File: src/hw/wcab_pkg.sv
// Package: constants, register map and carrier types of the window comparator
package wcab_pkg;

    // ****************************************
    // Widths and sizes
    // ****************************************
    localparam int SAMPLE_W  = 12;
    localparam int CHANNELS  = 2;
    localparam int BUF_DEPTH = 16;
    localparam int LIMIT_W   = 4;

    // ****************************************
    // Register byte offsets
    // ****************************************
    localparam logic [7:0] OFF_CTRL       = 8'h00;
    localparam logic [7:0] OFF_LOW_FLAGS  = 8'h04;
    localparam logic [7:0] OFF_HIGH_FLAGS = 8'h08;
    localparam logic [7:0] OFF_TRIG_CHAN  = 8'h0c;
    localparam logic [7:0] OFF_STATUS     = 8'h10;
    localparam logic [7:0] OFF_THR_BASE   = 8'h20;
    localparam logic [7:0] OFF_THR_LAST   = 8'h3c;
    localparam logic [7:0] OFF_BUF_BASE   = 8'h40;
    localparam logic [7:0] OFF_BUF_LAST   = 8'h7c;

    // ****************************************
    // Field positions
    // ****************************************
    localparam int CTRL_MODE_BIT   = 0;
    localparam int CTRL_LIMIT_LSB  = 4;
    localparam int CTRL_LAUNCH_BIT = 8;
    localparam int TRIG_CHAN_LSB   = 4;
    localparam int STAT_CAP_LSB    = 0;
    localparam int STAT_SEEN_BIT   = 2;
    localparam int STAT_ALERT_BIT  = 3;
    localparam int STAT_PTR_LSB    = 8;

    // ****************************************
    // Reset values and codes
    // ****************************************
    localparam logic [11:0] HIGH_THR_RESET = 12'hfff;
    localparam logic [11:0] LOW_THR_RESET  = 12'h000;
    localparam logic [3:0]  LIMIT_RESET    = 4'h0;
    localparam logic [3:0]  CHAN_ID_0      = 4'h0;
    localparam logic [3:0]  CHAN_ID_1      = 4'h1;

    // ****************************************
    // Types
    // ****************************************
    typedef enum logic [1:0] {
        CAP_ARMED = 2'b00,
        CAP_FILL  = 2'b01,
        CAP_DONE  = 2'b11
    } wcab_cap_t;

    typedef enum logic {
        MODE_BEFORE = 1'b0,
        MODE_AFTER  = 1'b1
    } wcab_mode_t;

    typedef struct packed {
        logic                valid;
        logic                chan;
        logic [SAMPLE_W-1:0] data;
    } wcab_sample_t;

    typedef struct packed {
        logic        psel;
        logic        penable;
        logic        pwrite;
        logic [7:0]  paddr;
        logic [31:0] pwdata;
    } wcab_apb_req_t;

endpackage

File: src/hw/wcab_event_counter.sv
// Consecutive-event filter for one comparator of one channel
`timescale 1ns/10ps
module wcab_event_counter #(
    parameter int LIMIT_W = 4
) (
    input  wire logic               pclk,
    input  wire logic               presetn,
    input  wire logic               ce,
    input  wire logic               clear,
    input  wire logic               strobe,
    input  wire logic               cond,
    input  wire logic [LIMIT_W-1:0] limit,
    output logic                    hit
);
    typedef struct packed {
        logic [LIMIT_W-1:0] count;
    } wcab_cnt_state_t;

    wcab_cnt_state_t state;
    wcab_cnt_state_t next_state;

    // Count holds earlier consecutive hits, so limit+1 in a row fires
    assign hit = strobe && cond && (state.count >= limit);

    always_comb begin
        next_state = state;
        if (clear) begin
            next_state.count = '0;
        end else if (strobe) begin
            if (!cond) begin
                next_state.count = '0;
            end else if (state.count < limit) begin
                next_state.count = state.count + 1'b1;
            end
        end
    end

    always_ff @(posedge pclk or negedge presetn) begin
        if (!presetn) begin
            state <= '0;
        end else if (ce) begin
            state <= next_state;
        end
    end
endmodule

File: src/hw/wcab_sample_buffer.sv
// Sample buffer with one write port and one combinational read port
`timescale 1ns/10ps
module wcab_sample_buffer #(
    parameter int DEPTH  = 16,
    parameter int WIDTH  = 12,
    parameter int ADDR_W = 4
) (
    input  wire logic              pclk,
    input  wire logic              presetn,
    input  wire logic              ce,
    input  wire logic              we,
    input  wire logic [ADDR_W-1:0] waddr,
    input  wire logic [WIDTH-1:0]  wdata,
    input  wire logic [ADDR_W-1:0] raddr,
    output logic      [WIDTH-1:0]  rdata
);
    typedef struct packed {
        logic [DEPTH-1:0][WIDTH-1:0] mem;
    } wcab_buf_state_t;

    wcab_buf_state_t state;
    wcab_buf_state_t next_state;

    assign rdata = state.mem[raddr];

    always_comb begin
        next_state = state;
        if (we) begin
            next_state.mem[waddr] = wdata;
        end
    end

    always_ff @(posedge pclk or negedge presetn) begin
        if (!presetn) begin
            state <= '0;
        end else if (ce) begin
            state <= next_state;
        end
    end
endmodule

File: src/hw/wcab_top.sv
// Window comparator with event filter, alert flags and sample buffer
//
// Overview of operation
// - Low comparator: result at or below low threshold
// - High comparator: result at or above high threshold
// - Threshold extremes keep both window edges: full scale and zero still trip
// - Either comparator leaving the window raises alert
// - Alert waits for consecutive asserted conversions
// - Buffer holds sixteen conversion results
// - Before-mode writes buffer continuously, oldest overwritten
// - Before-mode freezes at trigger: 15 plus trigger
// - After-mode starts writing with triggering conversion
// - After-mode stores trigger plus 15, then stops
// - Required count is limit field plus one
// - Latched flags per channel, write one clears
// - Record first alerting channel, cleared by launch
//
// Added by the designer: the APB interface to the registers and the placing of the registers.
`timescale 1ns/10ps
module wcab_top #(
    parameter int SAMPLE_W  = 12,
    parameter int BUF_DEPTH = 16,
    parameter int LIMIT_W   = 4
) (
    input  wire logic                  pclk,
    input  wire logic                  presetn,
    input  wire logic                  ce,
    input  wire logic                  psel,
    input  wire logic                  penable,
    input  wire logic                  pwrite,
    input  wire logic [7:0]            paddr,
    input  wire logic [31:0]           pwdata,
    output logic      [31:0]           prdata,
    output logic                       pready,
    output logic                       pslverr,
    input  wire logic                  sample_valid,
    input  wire logic                  sample_chan,
    input  wire logic [SAMPLE_W-1:0]   sample_data,
    output logic                       alert_n_out,
    output logic                       alert_n_oe
);
    localparam int PTR_W = $clog2(BUF_DEPTH);
    localparam int CH    = wcab_pkg::CHANNELS;

    // ****************************************
    // State
    // ****************************************
    typedef struct packed {
        logic [CH-1:0][SAMPLE_W-1:0] hi_thr;
        logic [CH-1:0][SAMPLE_W-1:0] lo_thr;
        logic [LIMIT_W-1:0]          limit;
        wcab_pkg::wcab_mode_t        mode;
        logic [CH-1:0]               low_flag;
        logic [CH-1:0]               high_flag;
        logic [3:0]                  first_trigger_channel;
        logic                        trig_seen;
        wcab_pkg::wcab_cap_t         cap;
        logic [PTR_W-1:0]            ptr;
        logic [31:0]                 prdata;
        logic                        pready;
        logic                        pslverr;
        logic                        alert_n_oe;
        logic                        alert_n_out;
    } wcab_state_t;

    wcab_state_t state;
    wcab_state_t next_state;

    wcab_pkg::wcab_sample_t  smp;
    wcab_pkg::wcab_apb_req_t req;

    assign smp = '{valid: sample_valid, chan: sample_chan,
                   data: sample_data};
    assign req = '{psel: psel, penable: penable, pwrite: pwrite,
                   paddr: paddr, pwdata: pwdata};

    // ****************************************
    // Comparators and event counters
    // ****************************************
    logic [CH-1:0] low_cond;
    logic [CH-1:0] high_cond;
    logic [CH-1:0] low_hit;
    logic [CH-1:0] high_hit;
    logic          launch;
    logic          any_hit;
    logic          trigger;

    genvar gc;
    generate
        for (gc = 0; gc < CH; gc++) begin : g_chan
            // Extreme thresholds need no special case: compares are closed
            assign low_cond[gc]  =
                smp.data <= state.lo_thr[gc];
            assign high_cond[gc] =
                smp.data >= state.hi_thr[gc];

            wcab_event_counter #(
                .LIMIT_W (LIMIT_W)
            ) u_low_cnt (
                .pclk    (pclk),
                .presetn (presetn),
                .ce      (ce),
                .clear   (launch),
                .strobe  (smp.valid && (smp.chan == 1'(gc))),
                .cond    (low_cond[gc]),
                .limit   (state.limit),
                .hit     (low_hit[gc])
            );

            wcab_event_counter #(
                .LIMIT_W (LIMIT_W)
            ) u_high_cnt (
                .pclk    (pclk),
                .presetn (presetn),
                .ce      (ce),
                .clear   (launch),
                .strobe  (smp.valid && (smp.chan == 1'(gc))),
                .cond    (high_cond[gc]),
                .limit   (state.limit),
                .hit     (high_hit[gc])
            );
        end
    endgenerate

    // Either side of the window counts toward the alert
    assign any_hit = |{low_hit, high_hit};
    assign trigger = any_hit && !state.trig_seen;

    // ****************************************
    // Sample buffer
    // ****************************************
    logic                buf_we;
    logic [PTR_W-1:0]    buf_raddr;
    logic [SAMPLE_W-1:0] buf_rdata;

    wcab_sample_buffer #(
        .DEPTH  (BUF_DEPTH),
        .WIDTH  (SAMPLE_W),
        .ADDR_W (PTR_W)
    ) u_buf (
        .pclk    (pclk),
        .presetn (presetn),
        .ce      (ce),
        .we      (buf_we),
        .waddr   (state.ptr),
        .wdata   (smp.data),
        .raddr   (buf_raddr),
        .rdata   (buf_rdata)
    );

    always_comb begin
        buf_we = 1'b0;
        if (smp.valid) begin
            unique case (state.cap)
                wcab_pkg::CAP_ARMED: begin
                    buf_we = (state.mode == wcab_pkg::MODE_BEFORE)
                             || trigger;
                end
                wcab_pkg::CAP_FILL: buf_we = 1'b1;
                default:            buf_we = 1'b0;
            endcase
        end
    end

    // ****************************************
    // APB decode
    // ****************************************
    logic       setup_rd;
    logic       wr_done;
    logic [7:0] off;
    logic [2:0] thr_idx;
    logic       in_thr;
    logic       in_buf;
    logic       mapped;

    assign off      = req.paddr;
    assign setup_rd = req.psel && req.penable && !state.pready;
    assign wr_done  = req.psel && req.penable && state.pready
                      && req.pwrite && !state.pslverr;
    assign thr_idx  = off[4:2];
    assign in_thr   = (off >= wcab_pkg::OFF_THR_BASE)
                      && (off <= wcab_pkg::OFF_THR_LAST);
    assign in_buf   = (off >= wcab_pkg::OFF_BUF_BASE)
                      && (off <= wcab_pkg::OFF_BUF_LAST);
    assign mapped   = (off[1:0] == 2'b00)
                      && ((off <= wcab_pkg::OFF_STATUS) || in_thr
                          || in_buf);
    // Oldest first: after a wrap the pointer marks the oldest
    assign buf_raddr = state.ptr + off[PTR_W+1:2];
    assign launch    = wr_done && (off == wcab_pkg::OFF_CTRL)
                       && req.pwdata[wcab_pkg::CTRL_LAUNCH_BIT];

    logic [31:0] rd_mux;
    always_comb begin
        rd_mux = 32'h0000_0000;
        if (in_thr) begin
            unique case (thr_idx[1:0])
                2'b00: rd_mux[7:0] = state.hi_thr[thr_idx[2]][7:0];
                2'b01: rd_mux[3:0] = state.hi_thr[thr_idx[2]][11:8];
                2'b10: rd_mux[7:0] = state.lo_thr[thr_idx[2]][7:0];
                2'b11: rd_mux[3:0] = state.lo_thr[thr_idx[2]][11:8];
            endcase
        end else if (in_buf) begin
            rd_mux[SAMPLE_W-1:0] = buf_rdata;
        end else begin
            unique case (off)
                wcab_pkg::OFF_CTRL: begin
                    rd_mux[wcab_pkg::CTRL_MODE_BIT] = state.mode;
                    rd_mux[wcab_pkg::CTRL_LIMIT_LSB +: LIMIT_W] =
                        state.limit;
                end
                wcab_pkg::OFF_LOW_FLAGS:  rd_mux[CH-1:0] = state.low_flag;
                wcab_pkg::OFF_HIGH_FLAGS: rd_mux[CH-1:0] = state.high_flag;
                wcab_pkg::OFF_TRIG_CHAN: begin
                    rd_mux[wcab_pkg::TRIG_CHAN_LSB +: 4] =
                        state.first_trigger_channel;
                end
                wcab_pkg::OFF_STATUS: begin
                    rd_mux[wcab_pkg::STAT_CAP_LSB +: 2] = state.cap;
                    rd_mux[wcab_pkg::STAT_SEEN_BIT]  = state.trig_seen;
                    rd_mux[wcab_pkg::STAT_ALERT_BIT] = state.alert_n_oe;
                    rd_mux[wcab_pkg::STAT_PTR_LSB +: PTR_W] = state.ptr;
                end
                default: rd_mux = 32'h0000_0000;
            endcase
        end
    end

    // ****************************************
    // Next state
    // ****************************************
    always_comb begin
        next_state = state;
        // One wait state: pready rises in the second access cycle
        next_state.pready  = setup_rd;
        next_state.pslverr = setup_rd && !mapped;
        if (setup_rd) begin
            next_state.prdata = mapped ? rd_mux : 32'h0000_0000;
        end

        if (wr_done) begin
            if (in_thr) begin
                unique case (thr_idx[1:0])
                    2'b00: next_state.hi_thr[thr_idx[2]][7:0] =
                        req.pwdata[7:0];
                    2'b01: next_state.hi_thr[thr_idx[2]][11:8] =
                        req.pwdata[3:0];
                    2'b10: next_state.lo_thr[thr_idx[2]][7:0] =
                        req.pwdata[7:0];
                    2'b11: next_state.lo_thr[thr_idx[2]][11:8] =
                        req.pwdata[3:0];
                endcase
            end else if (off == wcab_pkg::OFF_CTRL) begin
                next_state.mode = wcab_pkg::wcab_mode_t'(
                    req.pwdata[wcab_pkg::CTRL_MODE_BIT]);
                next_state.limit =
                    req.pwdata[wcab_pkg::CTRL_LIMIT_LSB +: LIMIT_W];
            end else if (off == wcab_pkg::OFF_LOW_FLAGS) begin
                next_state.low_flag =
                    state.low_flag & ~req.pwdata[CH-1:0];
            end else if (off == wcab_pkg::OFF_HIGH_FLAGS) begin
                next_state.high_flag =
                    state.high_flag & ~req.pwdata[CH-1:0];
            end
        end

        // Set after clear, so a hit in the clearing cycle survives
        next_state.low_flag  = next_state.low_flag | low_hit;
        next_state.high_flag = next_state.high_flag | high_hit;

        if (launch) begin
            next_state.first_trigger_channel = wcab_pkg::CHAN_ID_0;
            next_state.trig_seen = 1'b0;
            next_state.cap       = wcab_pkg::CAP_ARMED;
            next_state.ptr       = '0;
        end else begin
            if (trigger) begin
                next_state.trig_seen = 1'b1;
                // Later hits leave the recorded channel untouched
                next_state.first_trigger_channel = smp.chan
                    ? wcab_pkg::CHAN_ID_1
                    : wcab_pkg::CHAN_ID_0;
            end
            if (buf_we) begin
                next_state.ptr = state.ptr + 1'b1;
            end
            unique case (state.cap)
                wcab_pkg::CAP_ARMED: begin
                    if (smp.valid && trigger) begin
                        next_state.cap =
                            (state.mode == wcab_pkg::MODE_BEFORE)
                            ? wcab_pkg::CAP_DONE
                            : wcab_pkg::CAP_FILL;
                        if (state.mode == wcab_pkg::MODE_AFTER) begin
                            next_state.ptr = PTR_W'(1);
                        end
                    end
                end
                wcab_pkg::CAP_FILL: begin
                    if (smp.valid && state.ptr == PTR_W'(BUF_DEPTH - 1)) begin
                        next_state.cap = wcab_pkg::CAP_DONE;
                    end
                end
                wcab_pkg::CAP_DONE: next_state.cap = wcab_pkg::CAP_DONE;
                default: next_state.cap = wcab_pkg::CAP_ARMED;
            endcase
        end

        // Pin pulled low while any latched flag stands
        next_state.alert_n_oe =
            |{next_state.low_flag, next_state.high_flag};
        next_state.alert_n_out = 1'b0;
    end

    // ****************************************
    // Registers
    // ****************************************
    always_ff @(posedge pclk or negedge presetn) begin
        if (!presetn) begin
            state        <= '0;
            state.hi_thr <= {CH{wcab_pkg::HIGH_THR_RESET}};
            state.lo_thr <= {CH{wcab_pkg::LOW_THR_RESET}};
            state.limit  <= wcab_pkg::LIMIT_RESET;
            state.mode   <= wcab_pkg::MODE_BEFORE;
            state.cap    <= wcab_pkg::CAP_ARMED;
        end else if (ce) begin
            state <= next_state;
        end
    end

    assign prdata      = state.prdata;
    assign pready      = state.pready;
    assign pslverr     = state.pslverr;
    assign alert_n_out = state.alert_n_out;
    assign alert_n_oe  = state.alert_n_oe;
endmodule

File: config.mk
export PLATFORM = sky130hd
export DESIGN_NAME = wcab_top
export DESIGN_NICKNAME = d
export VERILOG_FILES = /design/src/hw/wcab_pkg.sv /design/src/hw/wcab_event_counter.sv /design/src/hw/wcab_sample_buffer.sv /design/src/hw/wcab_top.sv
export SDC_FILE = /design/constraint.sdc
export NUM_CORES = 1
export LEC_CHECK = 0
export BUFFER_PORTS_ARGS = -buffer_cell sky130_fd_sc_hd__buf_2
export CORE_MARGIN = 3
export CORE_UTILIZATION = 62
export CTS_CLUSTER_DIAMETER = 40
export CTS_CLUSTER_SIZE = 30
export DETAILED_ROUTE_END_ITERATION = 8
export PLACE_DENSITY = 0.77
export SLEW_MARGIN = 20
export SYNTH_ARGS = -nofsm -noshare
export SYNTH_HDL_FRONTEND = slang
export SYNTH_HIERARCHICAL = 1
export SYNTH_SLANG_ARGS = --single-unit
File: constraint.sdc
create_clock -name pclk -period 4.9 [get_ports pclk]
set_clock_uncertainty 0.2 [all_clocks]
set_input_delay 0.98 -clock pclk [delete_from_list [all_inputs] [get_ports pclk]]
set_output_delay 0.98 -clock pclk [all_outputs]
set_load 0.01 [all_outputs]
==> impl_results.md, run 1 <==
- Core area: 24700 µm²
- Setup TNS: 0 ps
- Crit Reg-Reg Endpoint: u_buf/state[22]
- P per Cell Area: 485 nW/µm²
- Clock Latency Late Sink: 530 ps
- Register area share after synthesis: 45.8%
- CP endpoint kind: register
- Drt first-iter violations: 888
- Worst Setup EP: u_buf/state[22]
- WHS: 274 ps
- Rel. slew slack: 26.9%
- CP max stage delay: 400 ps
- Leakage: 8.26 nW
- # Max-Cap Violations: 0
- Num CTS Buffers: 42
- Most frequent cells in the layout: dfrtp_1, mux2_2, nand2_1
- Synth warn: 6
- I/O pins: 96
- Post-Syn Instances: 1266
- Worst Hold Path Cells: 2
- Arr. time, crit path: 4470 ps
- Die Span Y: 166 µm
- Routed WL: 38.2 mm
- Fmax: 0.234 GHz
- Place WS: 138 ps
- Reg-to-Reg Start: state[80]
- TritonCTS clock tree: built
- Least-Margin Pin Slew: 1090 ps
- Maximum clock path buffer count: 3
- Total power: 8.70 mW
- Most common cell after layout, fill and taps aside: dfrtp_1
- Avg Cell Area, Syn: 12.5 µm²
- # diodes: 0
- Multi-input gate area: 7850 µm²
- CTS Sinks: 288
- GRT Total Usage: 27.9%
- R2R depth: 17
- Clock Tree Root: clkbuf_16
- Largest net degree at the start of global routing: 124
- Peak VDD IR: 0.367 mV
- Worst min path class: reg2reg
- PnR worst setup slack: 632 ps
- Yosys reg bits: 288
- Slowest stage cell, crit path: a221o_1
- Vias/cell: 6.39
- Post-DP Area: 16500 µm²
- CP Launch Type: input port
- NumNets Final: 1466
- Critical Path Source: sample_data[0]
- # fillers: 1678
- DRT antenna net count: 0
- Antenna violations before repair: 0
- Async SR Flop Fraction: 100%
- I/O Buffers: 51
- First-pass GRT wire length: 61.4 mm
- Crit path cell chain: buf_2 -> inv_1 -> buf_4 -> ha_1 -> nand2b_1 -> a21o_1 -> a21o_1 -> a21oi_1 -> o21ai_0 -> a221o_1 -> nand2_1 -> a21oi_1 -> nor2_1 -> a21o_1 -> a21oi_1 -> buf_4 -> and4bb_2 -> nand3b_1 -> buf_4 -> mux2_2
- Fin. Hold Viols: 0
- # DRC: 0
- R2R setup slack: 830 ps
- GP Congestion: 0.929
- Synth Cell Area: 15800 µm²
- Worst EP required: 5100 ps
- Post-cts repair resize count: 0
- Die ar.: 27500 µm²
- Htree depth: 2
- Design area: 17900 µm²
- RSZ-0062 raised after global routing: no
- WS Path Type: in2reg
- Max FO, Critical Path: 12
- Drt first pass iters: 5
- Final HPWL DP: 26.3 mm
- Clock Pin Slew Worst Setup and Hold Paths: 60 ps
- Final-report setup violation count: 0
- Routed WL per cell: 22.6 µm
- Outcome: finished clean
- Vias in the first global route: 11089
- Std cell rows: 57
- Cell variety after synth: 79
- Fraction of layout cells with a size suffix above 1: 38.8%
- Slew Viols, Final: 0
- Routed via count: 10801
- EDFF count, synth: 0
- Prevailing post-synth register cell: dfrtp_1
- Setup Buffers After CTS: 0
- Reg area: 7240 µm²
- Period utilization: 87.1%
- Die span in x: 166 µm
- Fin crit period: 4270 ps
- Hold-fix buffers, CTS: 0
- Remaining global-route overflow: 0
- Effective utilization at floorplan: 64.1%
- P&R area growth vs syn: 13.4%
-- metrics by stage --
stage | util (%) | std cells
finish | 72.7 | 1690
global route | 72.7 | 1690
CTS | 72.7 | 1690
detailed placement | 67.0 | 1613
global placement | 67.0 | 1613
floorplan | - | 1286
-- how the worst min path moves through the flow --
stage	from	end	slack, ps
CTS	prdata[6]	prdata[6]	280
detailed placement	prdata[1]	prdata[1]	270
floorplan	prdata[0]	prdata[0]	250
global route	u_buf/state[72]	u_buf/state[72]	310
global placement	prdata[1]	prdata[1]	260
finish	prdata[6]	prdata[6]	270
-- critical path: cells and delay by family --
kind | cells | cell delay, ps
and+or+nand+nor | 5 | 770
muxes | 1 | 380
adders and majority gates | 1 | 290
buffers and inverters | 5 | 780
AOI/OAI and AO/OA | 8 | 1240
-- synthesized netlist by cell type, types with 4 or more instances --
cell type,instances,area share (%)
dfrtp_1,264,42
mux2_2,212,15
nand2_1,84,2.0
ha_1,72,5.7
inv_1,70,1.7
mux4_2,54,7.7
a21oi_1,40,1.3
o21ai_0,37,1.2
buf_4,36,1.7
nor2_1,29,0.69
clkbuf_1,28,0.66
a22oi_1,24,1.1
dfstp_2,24,4.0
nand3_1,23,0.73
nand4_1,22,0.87
buf_2,20,0.63
mux2_4,20,1.9
nor2b_1,19,0.75
nand2b_1,15,0.59
nor3_1,15,0.47
a21o_1,10,0.47
a22o_1,9,0.50
mux2i_1,7,0.44
o211ai_1,7,0.33
mux2_1,6,0.43
a221oi_1,5,0.28
buf_6,5,0.36
a211o_1,4,0.22
a211oi_1,4,0.19
a21oi_4,4,0.41
a31o_2,4,0.22
and2_2,4,0.19
and3_1,4,0.16
and4_4,4,0.28
and4b_1,4,0.25
o211ai_2,4,0.32
o21ai_2,4,0.22
o22ai_1,4,0.16
o311ai_2,4,0.41
-- flip-flops by register name, indices dropped and copies added (netlist names) --
| register | count |
|---|---|
| g_chan.u_low_cnt/state | 8 |
| u_buf/state | 192 |
| alert_n_oe | 1 |
| pslverr | 1 |
| state | 65 |
| pready | 1 |
| prdata | 12 |
| g_chan.u_high_cnt/state | 8 |
-- final cells by class --
cell class,instances,area share [%]
clock buffer,52,6.52
tap,324,2.26
multi-input combinational,834,43.8
inverter,71,1.49
clock inverter,25,1.34
sequential,288,40.3
timing repair buffer,96,4.27
-- kinds of logic (layout without fill, tap and decap cells) --
group	count (synthesis)	after routing	synth area share (%)
AND/OR/NAND/NOR	250	250	8.79
XOR/XNOR	3	3	0.166
AO/OA/AOI/OAI	188	188	8.72
adder cells (fa/ha/maj)	73	73	5.82
flip-flops	288	288	45.8
other	1	21	0.0237
buffers and inverters	164	244	5.15
multiplexers	299	299	25.6
-- per-layer routing --
metal  GRT usage (%)  vias to the layer above  wire length, µm
met2            44.4                      423            18000
li1                -                     4763                -
met1            39.7                     5536            16300
met5               0                        -                0
met3            5.36                       79             2840
met4            7.78                        0             1040
-- power breakdown --
group / internal (mW) / switching [mW]
clock network: 1.75 / 1.20
logic: 1.24 / 1.15
registers: 2.98 / 0.374
total: 5.97 / 2.73
Power figures use the tool's default switching activity.
==> run 2: changes to the inputs <==
--- a/config.mk
+++ b/config.mk
@@ -7,11 +7,11 @@
 export LEC_CHECK = 0
 export BUFFER_PORTS_ARGS = -buffer_cell sky130_fd_sc_hd__buf_2
 export CORE_MARGIN = 3
-export CORE_UTILIZATION = 62
+export CORE_UTILIZATION = 59
 export CTS_CLUSTER_DIAMETER = 40
 export CTS_CLUSTER_SIZE = 30
 export DETAILED_ROUTE_END_ITERATION = 8
-export PLACE_DENSITY = 0.77
+export PLACE_DENSITY = 0.74
 export SLEW_MARGIN = 20
 export SYNTH_ARGS = -nofsm -noshare
 export SYNTH_HDL_FRONTEND = slang
==> run 2 against run 1 <==
Non-clock buffer count is 6 higher. Final area is 0.50% higher. Die area is 4.9% higher. Critical path depth is 1 lower. Largest power group unchanged.
==> impl_results.md, run 2 (synthesized netlist as in run 1, its figures left out) <==
- Total power: 8.93 mW
- Peak VDD IR: 0.434 mV
- I/O Buffers: 51
- CP Launch Type: input port
- Drt first-iter violations: 948
- CP endpoint kind: register
- RSZ-0062 raised after global routing: no
- Final HPWL DP: 26.5 mm
- Worst min path class: reg2reg
- First-pass GRT wire length: 61.3 mm
- Max FO, Critical Path: 12
- DRT antenna net count: 0
- Hold-fix buffers, CTS: 0
- Most frequent cells in the layout: dfrtp_1, mux2_2, nand2_1
- I/O pins: 96
- Least-Margin Pin Slew: 911 ps
- Post-cts repair resize count: 0
- Slew Viols, Final: 0
- # fillers: 1824
- Inst Count DP: 1630
- WS Path Type: in2reg
- Fin crit period: 4220 ps
- Max reg flops: 192
- Arr. time, crit path: 4420 ps
- # Max-Cap Violations: 0
- Setup Buffers After CTS: 0
- Die Span Y: 170 µm
- R2R setup slack: 890 ps
- NumNets Final: 1472
- # diodes: 0
- # DRC: 0
- Num CTS Buffers: 42
- Period utilization: 86.1%
- Outcome: finished clean
- Routed WL per cell: 22.5 µm
- Routed via count: 10636
- GRT Total Usage: 27.3%
- Reg-to-Reg Start: state[81]
- Finished Layout Cells: 1708
- Worst Hold Path Cells: 2
- Drt first pass iters: 5
- Antenna violations before repair: 0
- Setup TNS: 0 ps
- Sw power: 2.70 mW
- Final core occ: 68.8%
- Htree depth: 2
- Final-report setup violation count: 0
- Seq pwr share: 37.5%
- Logic pwr share: 26.9%
- Die ar.: 28800 µm²
- Rel. slew slack: 38.8%
- R2R depth: 17
- HP Start: prdata[1]
- Remaining global-route overflow: 0
- Register bank with the most flops: u_buf/state
- Worst EP required: 5100 ps
- P&R area growth vs syn: 14.0%
- Most common cell after layout, fill and taps aside: dfrtp_1
- Vias in the first global route: 10869
- Clock share of power: 35.6%
- Fraction of layout cells with a size suffix above 1: 39.1%
- Effective utilization at floorplan: 60.3%
- CTS Sinks: 288
- Largest net degree at the start of global routing: 114
- Clock Pin Slew Worst Setup and Hold Paths: 50 ps
- Clock Tree Root: clkbuf_16
- Clock Latency Late Sink: 530 ps
- Switching fraction of total power: 30.2%
- Std cell rows: 59
- Hold Path Sink: prdata[1]
- TritonCTS clock tree: built
- Crit Reg-Reg Endpoint: u_buf/state[40]
- Core area: 26200 µm²
- P per Cell Area: 496 nW/µm²
- Routed WL: 38.5 mm
- Die span in x: 170 µm
- Maximum clock path buffer count: 3
- Fmax: 0.237 GHz
- Leakage: 8.32 nW
- Fin. Hold Viols: 0
- Vias/cell: 6.23
- GP Congestion: 0.878
- Internal power: 6.23 mW
run 2: cell types whose count changed in the layout (fill, tap and decap cells not counted), moves of 2 or more:
cell	before	now
inv_6	7	10
clkinv_8	3	1
buf_4	32	43
buf_12	13	8
inv_8	5	2
bufinv_16	0	6
run 2: how the worst max path moves through the flow:
stage / start / endpoint / slack (ps) / cells after the start
final: sample_data[0] / u_buf/state[40] / 680 / 19
after floorplan: sample_data[0] / u_buf/state[37] / 570 / 17
after CTS: sample_data[0] / u_buf/state[42] / 720 / 19
after global placement: sample_data[0] / u_buf/state[43] / 200 / 19
after detailed placement: sample_data[0] / u_buf/state[37] / 200 / 19
after global routing: sample_data[1] / u_buf/state[99] / 410 / 17
run 2: cell type report:
| type | count | area [µm²] | area share [%] |
|---|---|---|---|
| clock buffers | 50 | 1130 | 6.28 |
| inverters | 71 | 267 | 1.48 |
| flip-flops and latches | 288 | 7240 | 40.1 |
| multi-input cells | 834 | 7850 | 43.6 |
| well taps | 335 | 419 | 2.33 |
| clock inverters | 28 | 372 | 2.06 |
| repair buffers | 102 | 748 | 4.15 |
run 2: metrics by stage:
step                cell area, µm²  setup WS, ps  hold WS [ps]
floorplan                    15900           574           251
global placement             16500           202           265
detailed placement           16500           200           266
CTS                          18000           723           278
global route                 18000           407           304
finish                       18000           682           272
run 2: worst max-delay path, stage by stage:
cell       delay, ps
buf_2            140
inv_1             90
ha_1             270
nand2b_1         100
a21oi_1           90
nor2b_1          120
o2111ai_1        120
a311o_1          330
o211ai_1         230
nand2_1           90
a21oi_1          180
nor2_1           110
a21o_1           200
a21oi_1          150
buf_4            150
and4bb_2         270
nor2b_1          260
buf_12           200
mux2_2           350
run 2: power groups by stage:
stage / Combinational (mW) / Sequential, mW / Clock (mW)
final: 2.40 / 3.35 / 3.18
after global routing: 2.58 / 3.42 / 3.34
after CTS: 2.40 / 3.34 / 3.22
after detailed placement: 2.38 / 3.36 / 0
after global placement: 2.31 / 3.33 / 0
after floorplan: 1.76 / 3.24 / 0
run 2: per-layer routing:
metal	vias to the layer above	track usage (%)	share of wire, %
li1	4779	-	-
met1	5478	39.9	46
met2	330	43.2	47
met3	49	4.50	5.6
met4	0	6.97	1.8
met5	-	0	0
